===== src/hw/raster_pkg.sv =====
// shared constants and carrier types for the interlaced raster timing generator
// assumes one clock edge per picture element from the display oscillator
package raster_pkg;

    // raster geometry
    localparam logic [9:0] H_TOTAL      = 10'd780;
    localparam logic [9:0] H_ACTIVE     = 10'd640;
    localparam logic [9:0] H_HALF       = 10'd390;
    localparam logic [9:0] HSYNC_START  = 10'd656;
    localparam logic [9:0] HSYNC_END    = 10'd716;
    localparam logic [9:0] V_TOTAL      = 10'd525;
    localparam logic [9:0] FIELD1_LINES = 10'd262;
    localparam logic [9:0] V_PER_FIELD  = 10'd240;
    localparam logic [9:0] V1_FIRST     = 10'd20;
    localparam logic [9:0] V0_FIRST     = 10'd283;

    // rates
    localparam int unsigned FRAME_RATE_HZ = 30;
    localparam int unsigned FIELD_RATE_HZ = 2 * FRAME_RATE_HZ;
    localparam int unsigned LINE_RATE_HZ  = 15750;
    localparam int unsigned OSC_HZ        = 780 * LINE_RATE_HZ;

    // vertical sync length in half lines, and in clock cycles
    localparam logic [2:0] VSYNC_HALVES = 3'd6;
    localparam int         VS_CYCLES    = 6 * 390;

    // processor master clock: half period in oscillator cycles
    localparam logic [1:0] CPU_HALF     = 2'd2;

    // after reset
    localparam logic       FIELD_RESET  = 1'b1;

    // video level, one-hot
    typedef enum logic [2:0] {
        LV_SYNC  = 3'b001,
        LV_BLANK = 3'b010,
        LV_VIDEO = 3'b100
    } level_t;

    typedef struct packed {
        level_t     level;
        logic [3:0] grey;
    } composite_t;

    typedef struct packed {
        logic [9:0] h;
        logic [9:0] line;
        logic       field;
    } raster_pos_t;

endpackage : raster_pkg


===== src/hw/raster_timing.sv =====
// interlaced raster timing and composite video generator
// assumes clk is the picture element oscillator, reset_n synchronous active low
//
// What this block does
// - a frame holds 525 scan lines
// - each line lasts 780 picture element periods, retrace included
// - visible window is 480 lines by 640 elements, all else blank
// - full raster repeats thirty times per second
// - vertical sync at twice frame rate, two interlaced fields per frame
// - one composite output carrying pixels, blanking and both syncs
// - video held blank during horizontal and vertical retrace
// - one oscillator derives display timing, syncs and processor master clock
// - each field is 262 and a half lines, switching at mid-line
// - field indicator reads 1 in first field, 0 in second
// - character cell is 8 elements wide, 16 lines from both fields
`timescale 1ns/1ps
module raster_timing
    import raster_pkg::*;
(
    input  wire logic        clk,
    input  wire logic        reset_n,
    input  wire logic [3:0]  pixel_grey,
    output raster_pos_t      pos,
    output logic             active,
    output logic             cell_fetch,
    output logic [6:0]       cell_col,
    output logic [3:0]       cell_row,
    output logic             hsync,
    output logic             vsync,
    output composite_t       video,
    output logic             cpu_clk
);

    ////////////////////////////////////////////////////////////////////////
    // counters

    logic [9:0] h_q;
    logic [9:0] line_q;
    logic       field_q;
    logic [2:0] vs_cnt_q;
    logic [1:0] cpu_cnt_q;
    logic       cpu_clk_q;
    composite_t video_q;

    logic       h_last;
    logic       frame_end;
    logic       mid_switch;
    logic       half_edge;
    logic       vis_v;
    logic [9:0] v_rel;

    assign h_last     = (h_q == H_TOTAL - 10'd1);
    assign frame_end  = h_last && (line_q == V_TOTAL - 10'd1);
    // second field starts halfway through line 262
    assign mid_switch = (line_q == FIELD1_LINES) && (h_q == H_HALF - 10'd1);
    assign half_edge  = h_last || (h_q == H_HALF - 10'd1);

    // picture element counter, one element per oscillator cycle
    always_ff @(posedge clk) begin
        if (!reset_n) begin
            h_q <= 10'd0;
        end else if (h_last) begin
            h_q <= 10'd0;
        end else begin
            h_q <= h_q + 10'd1;
        end
    end

    // frame line counter across both fields; 780 x 525 x 30 sets the oscillator rate
    always_ff @(posedge clk) begin
        if (!reset_n) begin
            line_q <= 10'd0;
        end else if (frame_end) begin
            line_q <= 10'd0;
        end else if (h_last) begin
            line_q <= line_q + 10'd1;
        end
    end

    // field indicator
    always_ff @(posedge clk) begin
        if (!reset_n) begin
            field_q <= FIELD_RESET;
        end else if (frame_end) begin
            field_q <= 1'b1;
        end else if (mid_switch) begin
            field_q <= 1'b0;
        end
    end

    // vertical sync counts half lines so both fields see the same pulse length
    always_ff @(posedge clk) begin
        if (!reset_n) begin
            vs_cnt_q <= VSYNC_HALVES;
        end else if (frame_end || mid_switch) begin
            vs_cnt_q <= VSYNC_HALVES;
        end else if (half_edge && vs_cnt_q != 3'd0) begin
            vs_cnt_q <= vs_cnt_q - 3'd1;
        end
    end

    ////////////////////////////////////////////////////////////////////////
    // decode

    // visible lines: 240 per field, offset by half a line between fields
    assign v_rel  = line_q - (field_q ? V1_FIRST : V0_FIRST);
    assign vis_v  = (v_rel < V_PER_FIELD);
    assign active = (h_q < H_ACTIVE) && vis_v;
    assign hsync  = (h_q >= HSYNC_START) && (h_q < HSYNC_END);
    assign vsync  = (vs_cnt_q != 3'd0);

    // cell fetch on the first element of each 8-wide cell
    assign cell_fetch = active && (h_q[2:0] == 3'd0);
    assign cell_col   = h_q[9:3];
    // field 1 draws even rows of the cell, field 0 the odd ones
    assign cell_row   = {v_rel[2:0], ~field_q};

    assign pos   = '{h: h_q, line: line_q, field: field_q};
    assign video = video_q;

    ////////////////////////////////////////////////////////////////////////
    // composite output, one cycle behind the position

    // pixel data is sampled straight in; the display processor must have filled the buffer
    always_ff @(posedge clk) begin
        if (!reset_n) begin
            video_q <= '{level: LV_BLANK, grey: 4'h0};
        end else if (hsync || vsync) begin
            video_q <= '{level: LV_SYNC, grey: 4'h0};
        end else if (active) begin
            video_q <= '{level: LV_VIDEO, grey: pixel_grey};
        end else begin
            video_q <= '{level: LV_BLANK, grey: 4'h0};
        end
    end

    ////////////////////////////////////////////////////////////////////////
    // processor master clock, divided from the same oscillator

    always_ff @(posedge clk) begin
        if (!reset_n) begin
            cpu_cnt_q <= 2'd0;
            cpu_clk_q <= 1'b0;
        end else if (cpu_cnt_q == CPU_HALF - 2'd1) begin
            cpu_cnt_q <= 2'd0;
            cpu_clk_q <= ~cpu_clk_q;
        end else begin
            cpu_cnt_q <= cpu_cnt_q + 2'd1;
        end
    end

    assign cpu_clk = cpu_clk_q;

    ////////////////////////////////////////////////////////////////////////
    // checks

    int vs_len_q;

    // vsync width helper, only read by an assertion
    always_ff @(posedge clk) begin
        if (!reset_n) begin
            vs_len_q <= 0;
        end else if (vsync) begin
            vs_len_q <= vs_len_q + 1;
        end else begin
            vs_len_q <= 0;
        end
    end

    a_h_wrap: assert property (@(posedge clk) disable iff (!reset_n)
        h_q == 10'd779 |=> h_q == 10'd0)
        else $error("line did not end after 780 elements");

    a_line_wrap: assert property (@(posedge clk) disable iff (!reset_n)
        (h_q == 10'd779 && line_q == 10'd524) |=> (line_q == 10'd0 && h_q == 10'd0))
        else $error("frame did not end after 525 lines");

    a_line_step: assert property (@(posedge clk) disable iff (!reset_n)
        (h_q == 10'd779 && line_q != 10'd524) |=> line_q == $past(line_q) + 10'd1)
        else $error("line count did not advance at line end");

    a_active_window: assert property (@(posedge clk) disable iff (!reset_n)
        active |-> (h_q < 10'd640 && ((line_q >= 10'd20 && line_q < 10'd260 && field_q)
                                      || (line_q >= 10'd283 && line_q < 10'd523 && !field_q))))
        else $error("active outside the visible window");

    a_retrace_blank: assert property (@(posedge clk) disable iff (!reset_n)
        !active |=> (video_q.grey == 4'h0 && video_q.level != LV_VIDEO))
        else $error("video not blank during retrace");

    a_sync_level: assert property (@(posedge clk) disable iff (!reset_n)
        (hsync || vsync) |=> video_q.level == LV_SYNC)
        else $error("sync missing from composite output");

    a_field_mid: assert property (@(posedge clk) disable iff (!reset_n)
        (line_q == 10'd262 && h_q == 10'd389) |=> (!field_q && vsync))
        else $error("second field did not start mid-line");

    a_field_first: assert property (@(posedge clk) disable iff (!reset_n)
        (line_q == 10'd524 && h_q == 10'd779) |=> (field_q && vsync))
        else $error("first field indicator wrong");

    // the helper still holds the finished run length on the edge that first sees vsync low
    a_vsync_len: assert property (@(posedge clk) disable iff (!reset_n)
        $fell(vsync) |-> vs_len_q == VS_CYCLES)
        else $error("vertical sync width wrong");

    a_cpu_clock: assert property (@(posedge clk) disable iff (!reset_n)
        $changed(cpu_clk_q) |=> $stable(cpu_clk_q) ##1 $changed(cpu_clk_q))
        else $error("processor clock cadence wrong");

    a_cell_row: assert property (@(posedge clk) disable iff (!reset_n)
        cell_fetch |-> (cell_row[0] == ~field_q && h_q[2:0] == 3'd0))
        else $error("cell row or column phase wrong");

    c_second_field: cover property (@(posedge clk) disable iff (!reset_n)
        $fell(field_q));
    c_frame_wrap: cover property (@(posedge clk) disable iff (!reset_n)
        $rose(field_q));
    c_cell_fetch: cover property (@(posedge clk) disable iff (!reset_n)
        cell_fetch && !field_q);
    c_vsync_end: cover property (@(posedge clk) disable iff (!reset_n)
        $fell(vsync));

endmodule : raster_timing


===== config.mk =====
export PLATFORM = sky130hd
export DESIGN_NAME = raster_timing
export DESIGN_NICKNAME = d
export VERILOG_FILES = /design/src/hw/raster_pkg.sv /design/src/hw/raster_timing.sv
export SDC_FILE = /design/constraint.sdc
export NUM_CORES = 1
export LEC_CHECK = 0
export BUFFER_PORTS_ARGS = -buffer_cell sky130_fd_sc_hd__buf_2
export CAP_MARGIN = 10
export CORE_MARGIN = 4
export CORE_UTILIZATION = 50
export CTS_CLUSTER_SIZE = 28
export DETAILED_ROUTE_END_ITERATION = 12
export PLACE_DENSITY = 0.8
export SLEW_MARGIN = 20
export SYNTH_ARGS = -nofsm -noshare
export SYNTH_HDL_FRONTEND = slang
export SYNTH_SLANG_ARGS = --single-unit

===== constraint.sdc =====
create_clock -name clk -period 3 [get_ports clk]
set_input_delay 0.3 -clock clk [delete_from_list [all_inputs] [get_ports clk]]
set_output_delay 0.3 -clock clk [all_outputs]
set_load 0.01 [all_outputs]

# Word level (Yosys, flattened, before mapping)
# Cells that the tools add are included.
[op_classes]
reduce_logical = 17
eq_ne = 5
n_bitwise = 4
order_cmp = 4
muxes = 3
addsub = 5
[ops]
columns = ["op", "n"]
rows = [
  ["$add 10x1->10 const B", 2],
  ["$eq 10x10->1 const B", 2],
  ["$eq 10x9->1 const B", 2],
  ["$lt 10x10->1 const B", 2],
  ["$ge 10x10->1 const B", 1],
  ["$lt 10x8->1 const B", 1],
  ["$reduce_or 2->1", 5],
  ["$sub 10x9->10", 1],
  ["$mux 9", 1],
  ["$mux 7", 1],
  ["$logic_and 1x1->1", 6],
  ["$mux 6", 1],
  ["$not 1->1", 4],
  ["$logic_not 3->1", 1],
  ["$logic_or 1x1->1", 3],
  ["$reduce_bool 3->1", 1],
  ["$reduce_or 3->1", 1],
  ["$sub 3x1->3 const B", 1],
  ["$add 2x1->2 const B", 1],
  ["$eq 2x1->1 const B", 1],
]
[totals]
word_cells = 47
register_bits = 34
inputBits = 6

# Longest topological paths before layout
# Gate-level depths: netlist (run 1).
[logic_depth]
ltp_word = 6
ltp_mapped = 9
ltp_nobuf = 9

# Worst setup path after synthesis (run 1)
# No wires, ideal clock.
[synth_path]
path_type = "flip-flop to output port"
start = "register line_q[0]"
end = "output cell_fetch"
path_buffers = 0
required_time_ns = 2.700
stages_incl_launch_ff = 9
t_arrival_ns = 2.260
slack_ns = 0.440
path_cell_list = "dfxtp_1 > inv_1 > ha_1 > fa_1 > nand2b_1 > a211oi_1 > o211a_1 > o2111ai_4 > nor3b_1"
[synth_via]
elab_chain_len = 4
[synth_rtl]
columns = ["element", "line_no", "text"]
rows = [
  ["start: declaration", "raster_timing.sv:38", "logic [9:0] line_q;"],
  ["start signal: assignment", "raster_timing.sv:76", "line_q <= line_q + 10'd1;"],
  ["$sub 10x9->10", "raster_timing.sv:106", "assign v_rel = line_q - (field_q ? V1_FIRST : V0_FIRST);"],
  ["$lt 10x8->1", "raster_timing.sv:107", "assign vis_v = (v_rel < V_PER_FIELD);"],
  ["$logic_and 1x1->1", "raster_timing.sv:108", "assign active = (h_q < H_ACTIVE) && vis_v;"],
  ["$logic_and 1x1->1", "raster_timing.sv:113", "assign cell_fetch = active && (h_q[2:0] == 3'd0);"],
  ["end: declaration", "raster_timing.sv:25", "output logic cell_fetch,"],
]
# No other way between the ends.

# Final worst setup path (run 1)
# Same ends and word-level chain as after synthesis.

==> results of run 1 <==
[what timing repair did]
| action | CTS | global route |
|---|---|---|
| gates resized for setup | 2 | 2 |
| buffers inserted | 0 | 2 |
| setup endpoints to repair | 1 | 1 |
[per-stage QoR]
step | setup slack, ns | utilization [%] | total power (W) | hold WS, ns | instance area, um2
6_report | 0.135 | 61.7 | 0.000951 | 0.226 | 2260
5_1_grt | 0.0140 | 61.7 | 0.000982 | 0.243 | 2260
4_1_cts | 0.0343 | 61.0 | 0.000960 | 0.225 | 2230
3_5_place_dp | 0.303 | 57.8 | 0.000530 | 0.416 | 2120
3_3_place_gp | 0.397 | 57.8 | 0.000529 | 0.409 | 2120
2_1_floorplan | 0.440 | - | 0.000512 | 0.371 | 1890
[state kept, by name, indices dropped and copies added, names as in the netlist]
name	count
cpu_clk	1
field_q	1
vs_cnt_q	3
line_q	10
video	7
h_q	10
cpu_cnt_q	2
[final timing paths]
path | from | end | slack, ns | cells after the start
setup / recovery | line_q[0] | cell_fetch | 0.13 | 9
setup reg to reg | line_q[0] | video[5] | 0.61 | 10
hold reg to reg | cpu_cnt_q[0] | cpu_cnt_q[0] | 0.43 | 1
hold / removal | pixel_grey[0] | video[0] | 0.23 | 3
[cell usage in the layout (no fill, tap or decap), drive strengths merged, types with 2 or more instances in the layout]
master,n
a211o,2
a211oi,2
a21oi,4
and2,4
and3,9
buf,52
clkbuf,6
dfxtp,34
ha,14
inv,18
nand2,11
nand2b,5
nand3,9
nand3b,3
nand4,3
nand4b,3
nor2,29
nor2b,2
nor3,6
nor3b,3
o2111ai,2
o211ai,3
o21ai,3
o41ai,2
xnor2,9
xor2,11
[cells by family (layout without fill, tap and decap cells)]
family	after synthesis	after routing	synth area share, %
AO/OA/AOI/OAI	23	23	10.1
XOR/XNOR	20	20	9.27
adder cells (fa/ha/maj)	15	15	10.3
buffers and inverters	29	77	8.14
flip-flops	34	34	36.0
multiplexers	1	1	0.529
AND/OR/NAND/NOR	91	91	25.6
[routing by layer]
| metal | global-route usage, % | vias to the layer above | routed length, um |
|---|---|---|---|
| met5 | 0 | - | 0 |
| met4 | 5.86 | 0 | 32 |
| met3 | 5.07 | 3 | 238 |
| met2 | 28.8 | 49 | 2080 |
| met1 | 22.2 | 772 | 1930 |
| li1 | - | 808 | - |
[power breakdown]
group / switching [W] / internal, W
registers: 0.0000109 / 0.000463
clock network: 0.000166 / 0.000266
logic: 0.0000248 / 0.0000218
total: 0.000201 / 0.000750
[worst max-delay path, delay by kind of cell, from the launching register on]
family | cells | cell delay (ns)
compound gates | 3 | 0.59
flops | 1 | 0.37
fa+ha+maj | 2 | 0.65
simple gates | 2 | 0.42
buf+inv | 2 | 0.24
[area by class of cell]
cell class	count	area, um2	area share, %
Multi-Input combinational cell	150	1070	47.2
Sequential cell	34	683	30.3
Timing Repair Buffer	52	268	11.9
Clock buffer	6	82.6	3.66
Inverter	18	67.6	2.99
Tap cell	48	60.1	2.66
Clock inverter	1	30.0	1.33
==> results.txt, run 1 <==
Status - completed
Routed length per placed instance - 13.9 um
Ys flop type - dfxtp_1
Total negative slack - 0 ns
Yosys top cell area share - 36.0%
EDFF count, synth - 0
Sink Count - 34
Crit share post-route - 95.5%
Leakage - 1.10 nW
Top post-synthesis cells by area - dfxtp_1, ha_1, nor2_1, xor2_1, xnor2_1
#FFs+latches synth - 34
Die area - 4830 um2
Clock transition at path regs - 0.07 ns
Clk buf depth - 2
Startpoint Class - flop
Antenna diode count - 0
Crit path largest cell delay - 0.41 ns
Fin cells - 309
Share of layout cells above drive strength 1 - 26.8%
DR vias - 1632
Net count, final - 282
Die height - 69.5 um
Maximum vdd drop - 0.000297 V
GPL Wtd Cong - 0.877
Final setup viols - 0
Synthesized Nets - 234
CORE AREA - 3660 um2
CTS H-Tree Depth - 2
Arrival @ worst endpoint - 2.57 ns
WP data required - 2.70 ns
TritonCTS clock tree - done
Max_cap viols - 0
Dpl hpwl - 3.12 mm
Total wire length - 4.28 mm
Insertion delay to the later sink of the worst-skew pair - 0.29 ns
Max Freq - 349 MHz
Syn_area_per_cell - 8.88 um2
Power Density - 421 nW/um2
Final worst path period need - 2.87 ns
Worst Tran Pin Value - 0.448 ns
Hold Vio Cnt, Final - 0
Global-route wire length before repair - 6.91 mm
Total Routing Usage GR - 17.6%
Sequential share of the synthesized area - 36.0%
Commonest cells post-synth - dfxtp_1, nor2_1, inv_1, ha_1, xor2_1
DP Cell Count - 300
Hold WC Path Type - in -> reg
Initial antenna violation count - 0
Cells along the critical path - inv_1, ha_1, fa_1, nand2b_1, a211oi_2, o211a_1, o2111ai_4, nor3b_2, buf_2
Critical Path Fanout Max - 5
Ys async rst share - 0%
# fillers - 326
Cells after Synth - 213
Rel. slew slack - 69.7%
Yosys top cell by area - dfxtp_1
Antenna Nets Post-Route - 0
Clock Skew - 0.00634 ns
CTS Root Buffer Type - clkbuf_8
Area grow syn2layout - 19.4%
Vias/cell - 5.28
RSZ-0062 raised after global routing - false
Num rows - 22
Width of the die - 69.5 um
Warnings from Yosys - 0
Grt ovf - 0
IO Pins - 50
Drt first pass iters - 4
Initial Util - 51.6%
CP Class - reg -> out
Number of global-route vias before repair - 1503
Most frequent cell after synthesis - dfxtp_1
Hold-fix buffers, CTS - 0
Drt drc - 0
Synth cell types - 42
Slowest cell on the critical path - fa_1
DRT iter0 DRCs - 81
Largest net degree at the start of global routing - 12
IO buf count - 49
Slew Viols, Final - 0
Netlist Area Pre-Place - 1890 um2
CTS Buf Count - 5
Worst setup EP type - output pin
(Power assumes the default switching activity.)
==> inputs of run 2 (changes only) <==
--- a/config.mk
+++ b/config.mk
@@ -9,8 +9,9 @@
 export CAP_MARGIN = 10
 export CORE_MARGIN = 4
-export CORE_UTILIZATION = 50
+export CORE_UTILIZATION = 47
+export CTS_CLUSTER_DIAMETER = 60
 export CTS_CLUSTER_SIZE = 28
 export DETAILED_ROUTE_END_ITERATION = 12
-export PLACE_DENSITY = 0.8
+export PLACE_DENSITY = 0.79
 export SLEW_MARGIN = 20
 export SYNTH_ARGS = -nofsm -noshare
==> constraint.sdc (replaced) <==
create_clock -name clk -period 2.6 [get_ports clk]
set_input_delay 0.26 -clock clk [delete_from_list [all_inputs] [get_ports clk]]
set_output_delay 0.26 -clock clk [all_outputs]
set_load 0.1 [all_outputs]
==> run 2 against run 1 <==
Compared with the run above: the flow now finishes with violations (setup timing); clock skew is 0.0047 ns higher; clock power is 13% higher; combinational power grew to 2.5 times the previous value; highest routed layer unchanged.
==> results.txt, run 2 (synthesis results as in run 1) <==
Hold Vio Cnt, Final - 0 (unchanged)
Drt first pass iters - 4 (unchanged)
Startpoint Class - flop
RSZ-0062 raised after global routing - true
Die area - 5100 um2 (+5.6%)
Largest net degree at the start of global routing - 13 (+1)
Hold-fix buffers, CTS - 0 (unchanged)
CTS Buf Count - 5 (unchanged)
CP top delay family - compound AO/OA/AOI/OAI gates
Slowest cell on the critical path - dfxtp_4
Power Density - 475 nW/um2 (+13%)
Rel. slew slack - 64.6% (-5.2 points)
Crit share post-route - 104%
Cells along the critical path - clkinvlp_4, buf_4, fa_2, nand2b_4, a211oi_2, o211a_1, o2111ai_4, nor3b_4, buf_12
Clock Skew - 0.0110 ns (+0.00467 ns)
Vias/cell - 5.07 (-4.1%)
Total Routing Usage GR - 18.0% (+0.37 points)
GR met1 Demand/Resource - 23.5% (+1.4 points)
Maximum vdd drop - 0.000428 V (+44%)
Critical Path Fanout Max - 4 (-1)
Dpl hpwl - 3.32 mm (+6.3%)
Antenna Nets Post-Route - 0 (unchanged)
Grt ovf - 0 (unchanged)
Clock transition at path regs - 0.08 ns (about the same)
Arrival @ worst endpoint - 2.44 ns (-0.13 ns)
Initial Util - 50.1% (-1.5 points)
Global Route met3 Usage - 3.65% (-1.4 points)
Status - finished with violations
Die height - 71.4 um (+2.8%)
Power Total - 0.00115 W (+21%)
Max Freq - 370 MHz
Slew Viols, Final - 0 (unchanged)
M2 GR Usage - 29.4% (+0.57 points)
Antenna diode count - 0 (unchanged)
Crit path largest cell delay - 0.36 ns (-0.05 ns)
Total wire length - 4.38 mm (+2.4%)
Share of layout cells above drive strength 1 - 34.8% (+8.0 points)
Most common cell after layout, fill and taps aside - buf_2
Global-route wire length before repair - 7.29 mm (+5.6%)
Worst Tran Pin Value - 0.524 ns (+0.0765 ns)
Num rows - 22 (unchanged)
IO buf count - 49 (unchanged)
Setup ws final - -0.104 ns (-0.239 ns)
Net count, final - 290 (+2.8%)
Failing checks - setup timing
IO Pins - 50 (unchanged)
Final worst path period need - 2.70 ns
DR vias - 1611 (-1.3%)
CTS H-Tree Depth - 2 (unchanged)
Final setup viols - 2 (+2)
Total negative slack - -0.182 ns (-0.182 ns)
Max_cap viols - 0 (unchanged)
CP Class - reg -> out
GPL Wtd Cong - 0.829 (-5.4%)
Area grow syn2layout - 27.7%
WP data required - 2.34 ns (-0.36 ns)
Buf+Inv Stages, Crit Path - 3 (+1)
# fillers - 312 (-4.3%)
Sink Count - 34 (unchanged)
TritonCTS clock tree - done
Hold WC Path Type - in -> reg
CORE AREA - 3770 um2 (+3.0%)
Number of global-route vias before repair - 1547 (+2.9%)
Drt drc - 0 (unchanged)
Initial antenna violation count - 0 (unchanged)
Width of the die - 71.4 um (+2.8%)
CTS Root Buffer Type - clkbuf_8
Routed length per placed instance - 13.8 um (-0.52%)
Clk buf depth - 2 (unchanged)
Worst setup EP type - output pin
Most frequent cells in the layout - buf_2, nor2_1, dfxtp_1, inv_1, ha_1
Insertion delay to the later sink of the worst-skew pair - 0.29 ns (about the same)
Leakage - 1.14 nW (+3.9%)
DRT iter0 DRCs - 79 (-2.5%)
GR peak layer - met2
-- run 2: path summary, 6_finish.rpt --
kind | startpoint | endpoint | slack, ns | cells past startpoint
setup / recovery | field_q | cell_fetch | -0.10 | 9
hold / removal | pixel_grey[2] | video[2] | 0.20 | 3
setup reg to reg | field_q | video[5] | 0.30 | 10
hold reg to reg | cpu_cnt_q[0] | cpu_cnt_q[0] | 0.42 | 1
-- run 2: metal layers --
metal / part of all wire [%] / routed length (um)
met3: 2.6 / 113
met5: 0 / 0
met4: 1.4 / 63
met2: 50 / 2200
met1: 46 / 2010
-- run 2: where the power goes --
group	internal, W	switching [W]
registers	0.000533	0.0000111
logic	0.0000272	0.0000897
clock network	0.000286	0.000201
-- run 2: cell type report --
class	count	area [um2]	area share, %
flip-flops and latches	34	694	28.8
multi-input cells	150	1120	46.3
clock inverters	3	43.8	1.81
repair buffers	60	358	14.8
well taps	48	60.1	2.49
clock buffers	5	68.8	2.85
inverters	18	71.3	2.95
-- run 2: metrics by stage --
stage,worst slack (ns),instance area (um2),std cells,utilization (%),hold WS [ns]
2_1_floorplan,-0.821,1960,213,-,0.331
3_3_place_gp,0.122,2260,305,59.8,0.411
3_5_place_dp,0.0807,2260,305,59.8,0.416
4_1_cts,-0.135,2400,317,63.7,0.189
5_1_grt,-0.204,2410,318,64.0,0.199
6_report,-0.104,2410,318,64.0,0.196
-- run 2: what timing repair did --
action / in CTS / in global routing
pin swaps: 4 / 4
setup buffers: 4 / 1
gates resized for setup: 2 / 1
endpoints found under the setup margin: 2 / 2
endpoints found under the hold margin: 0 / 0
-- run 2: tightest hold or removal path, stage by stage --
cell	delay [ns]
buf_2	0.09
inv_1	0.04
nor3_1	0.04
==> inputs of run 3 (changes only) <==
Settings changed: REMOVE_ABC_BUFFERS set to 1.
==> run 3 against run 2 <==
Compared with the run above: the run still ends with setup timing left; critical path depth rose by 2; total power fell by 11%; worst hold slack got worse by 0.00062 ns; sequential share of layout area fell by 0.32 points; combinational power fell by 4%; die area did not move; fmax rose by 0.38%; sequential cell count did not move; global-route usage fell by 0.38 points; final cell count rose by 0.94%; routed wire length fell by 1.1%.
==> results.txt, run 3 (synthesis results as in run 1) <==
Dpl hpwl - 3.20 mm (-3.7%)
Hold Path End - video[2]
Crit share post-route - 104% (-0.39 points)
TritonCTS clock tree - done
Hold Path Depth - 3 (unchanged)
FF-to-FF path depth - 11 (+1)
Setup ws final - -0.0936 ns (+0.0102 ns)
R2R Setup Slk - 0.29 ns (about the same)
Total wire length - 4.34 mm (-1.1%)
Max_cap viols - 0 (unchanged)
Min-Delay Startpoint - pixel_grey[2]
Sink Count - 34 (unchanged)
Hold slack - 0.195 ns (-0.000623 ns)
Final worst path period need - 2.69 ns (-0.0102 ns)
Slowest cell on the critical path - fa_2
Largest net degree at the start of global routing - 12 (-1)
Startpoint Class - flop
Global-route wire length before repair - 7.28 mm (-0.19%)
DRT iter0 DRCs - 59 (-25%)
Routed length per placed instance - 13.5 um (-2.0%)
Slew Viols, Final - 0 (unchanged)
Hold-fix buffers, CTS - 0 (unchanged)
Psw - 0.000279 W (-7.5%)
Vias/cell - 5.24 (+3.4%)
Drt drc - 0 (unchanged)
WP data required - 2.34 ns (about the same)
Share of layout cells above drive strength 1 - 33.3% (-1.5 points)
Leakage - 1.15 nW (+1.2%)
Cells along the critical path - inv_2, ha_4, fa_2, nand2b_4, a211oi_2, o211a_1, o2111ai_4, buf_4, buf_6, inv_4, buf_12
Num rows - 22 (unchanged)
Hold Vio Cnt, Final - 0 (unchanged)
Initial antenna violation count - 0 (unchanged)
Int Pwr - 0.000738 W (-13%)
Die height - 71.4 um (unchanged)
DR vias - 1682 (+4.4%)
CTS H-Tree Depth - 2 (unchanged)
Worst setup EP type - output pin
Most frequent cells in the layout - buf_2, dfxtp_1, nor2_1, inv_1, buf_4
Most common cell after layout, fill and taps aside - buf_2
Power Total - 0.00102 W (-11%)
Clock transition at path regs - 0.07 ns (about the same)
Insertion delay to the later sink of the worst-skew pair - 0.28 ns (about the same)
Worst slack, placed - 0.0330 ns (-0.0477 ns)
Final instance area - 2400 um2 (-0.52%)
Max Freq - 371 MHz (+0.38%)
Worst r2r src - field_q
Clock Skew - 0.00442 ns (-0.00660 ns)
GPL Wtd Cong - 0.862 (+4.0%)
Sequential share of power - 53.6% (+6.2 points)
Drt first pass iters - 4 (unchanged)
CORE AREA - 3770 um2 (unchanged)
Total negative slack - -0.168 ns (+0.0135 ns)
Grt ovf - 0 (unchanged)
RSZ-0062 raised after global routing - true
Initial Util - 50.1% (unchanged)
Die area - 5100 um2 (unchanged)
Number of global-route vias before repair - 1629 (+5.3%)
Antenna diode count - 0 (unchanged)
Width of the die - 71.4 um (unchanged)
Sw Ratio - 27.4% (+1.1 points)
Crit path largest cell delay - 0.34 ns (-0.02 ns)
Placed Area - 2210 um2 (-1.8%)
CTS Root Buffer Type - clkbuf_8
Rel. slew slack - 64.5% (-0.12 points)
CTS Buf Count - 5 (unchanged)
Maximum vdd drop - 0.000360 V (-16%)
Logic pwr share - 11.0% (+0.8 points)
Worst Tran Pin Value - 0.526 ns (+0.00185 ns)
Clock share of power - 35.4% (-7.0 points)
Total Routing Usage GR - 17.6% (-0.38 points)
IO Pins - 50 (unchanged)
CP Class - reg -> out
Arrival @ worst endpoint - 2.43 ns (about the same)
Power Density - 423 nW/um2 (-11%)
Antenna Nets Post-Route - 0 (unchanged)
Hold WC Path Type - in -> reg
Status - finished with violations
Failing checks - setup timing
Critical Path Fanout Max - 3 (-1)
Area grow syn2layout - 27.1%
IO buf count - 49 (unchanged)
Net count, final - 294 (+1.4%)
R2r endpoint - video[3]
Clk buf depth - 2 (unchanged)
Final setup viols - 2 (unchanged)
## run 3: cell count changes in the layout (fill, tap and decap cells not counted), moves of 2 or more
cell        previous run  this run
buf_6                  0         2
dfxtp_1               25        32
clkinvlp_4             2         0
dfxtp_2                8         2
buf_4                 11        13
clkinv_2               0         2
## run 3: stage by stage
step | utilization [%] | instances
2_1_floorplan | - | 202
3_3_place_gp | 58.7 | 309
3_5_place_dp | 58.7 | 309
4_1_cts | 62.2 | 316
5_1_grt | 63.7 | 321
6_report | 63.7 | 321
## run 3: routing by layer
layer / wire length, um / track usage [%]
met4: 52 / 5.22
met5: 0 / 0
met1: 1860 / 22.5
met3: 220 / 4.21
met2: 2210 / 29.3
## run 3: area by class of cell
| cell class | count | area [um2] |
|---|---|---|
| fillers | 328 | 1370 |
| multi-input cells | 150 | 1110 |
| flip-flops and latches | 34 | 683 |
| repair buffers | 64 | 395 |
| inverters | 18 | 70.1 |
| clock buffers | 5 | 68.8 |
| well taps | 48 | 60.1 |
| clock inverters | 2 | 10.0 |
## run 3: worst max path at each step
stage          startpoint         end  slack, ns
6_report          field_q      active      -0.09
5_1_grt           field_q  cell_fetch      -0.19
4_1_cts         line_q[0]  cell_fetch      -0.05
3_5_place_dp    line_q[0]  cell_fetch       0.03
3_3_place_gp    line_q[0]  cell_fetch       0.08
2_1_floorplan     field_q  cell_fetch      -3.27
## run 3: timing repair
item | in CTS | in global routing
pin swaps | 3 | 5
gates resized for setup | 12 | 6
setup endpoints to repair | 2 | 2
buffers inserted | 0 | 5
## run 3: power groups by stage
stage               combinational, W  sequential [W]  clock, W
detailed placement          0.000113        0.000557         0
global route                0.000120        0.000547  0.000388
finish                      0.000112        0.000545  0.000360
floorplan                  0.0000280        0.000618         0
global placement            0.000111        0.000557         0
CTS                         0.000113        0.000545  0.000363
## run 3: worst max-delay path, delay by kind of cell (launching register included)
family	cells	cell delay [ns]
compound gates	3	0.59
buf+inv	5	0.57
fa+ha+maj	2	0.50
flops	1	0.33
simple gates	1	0.16
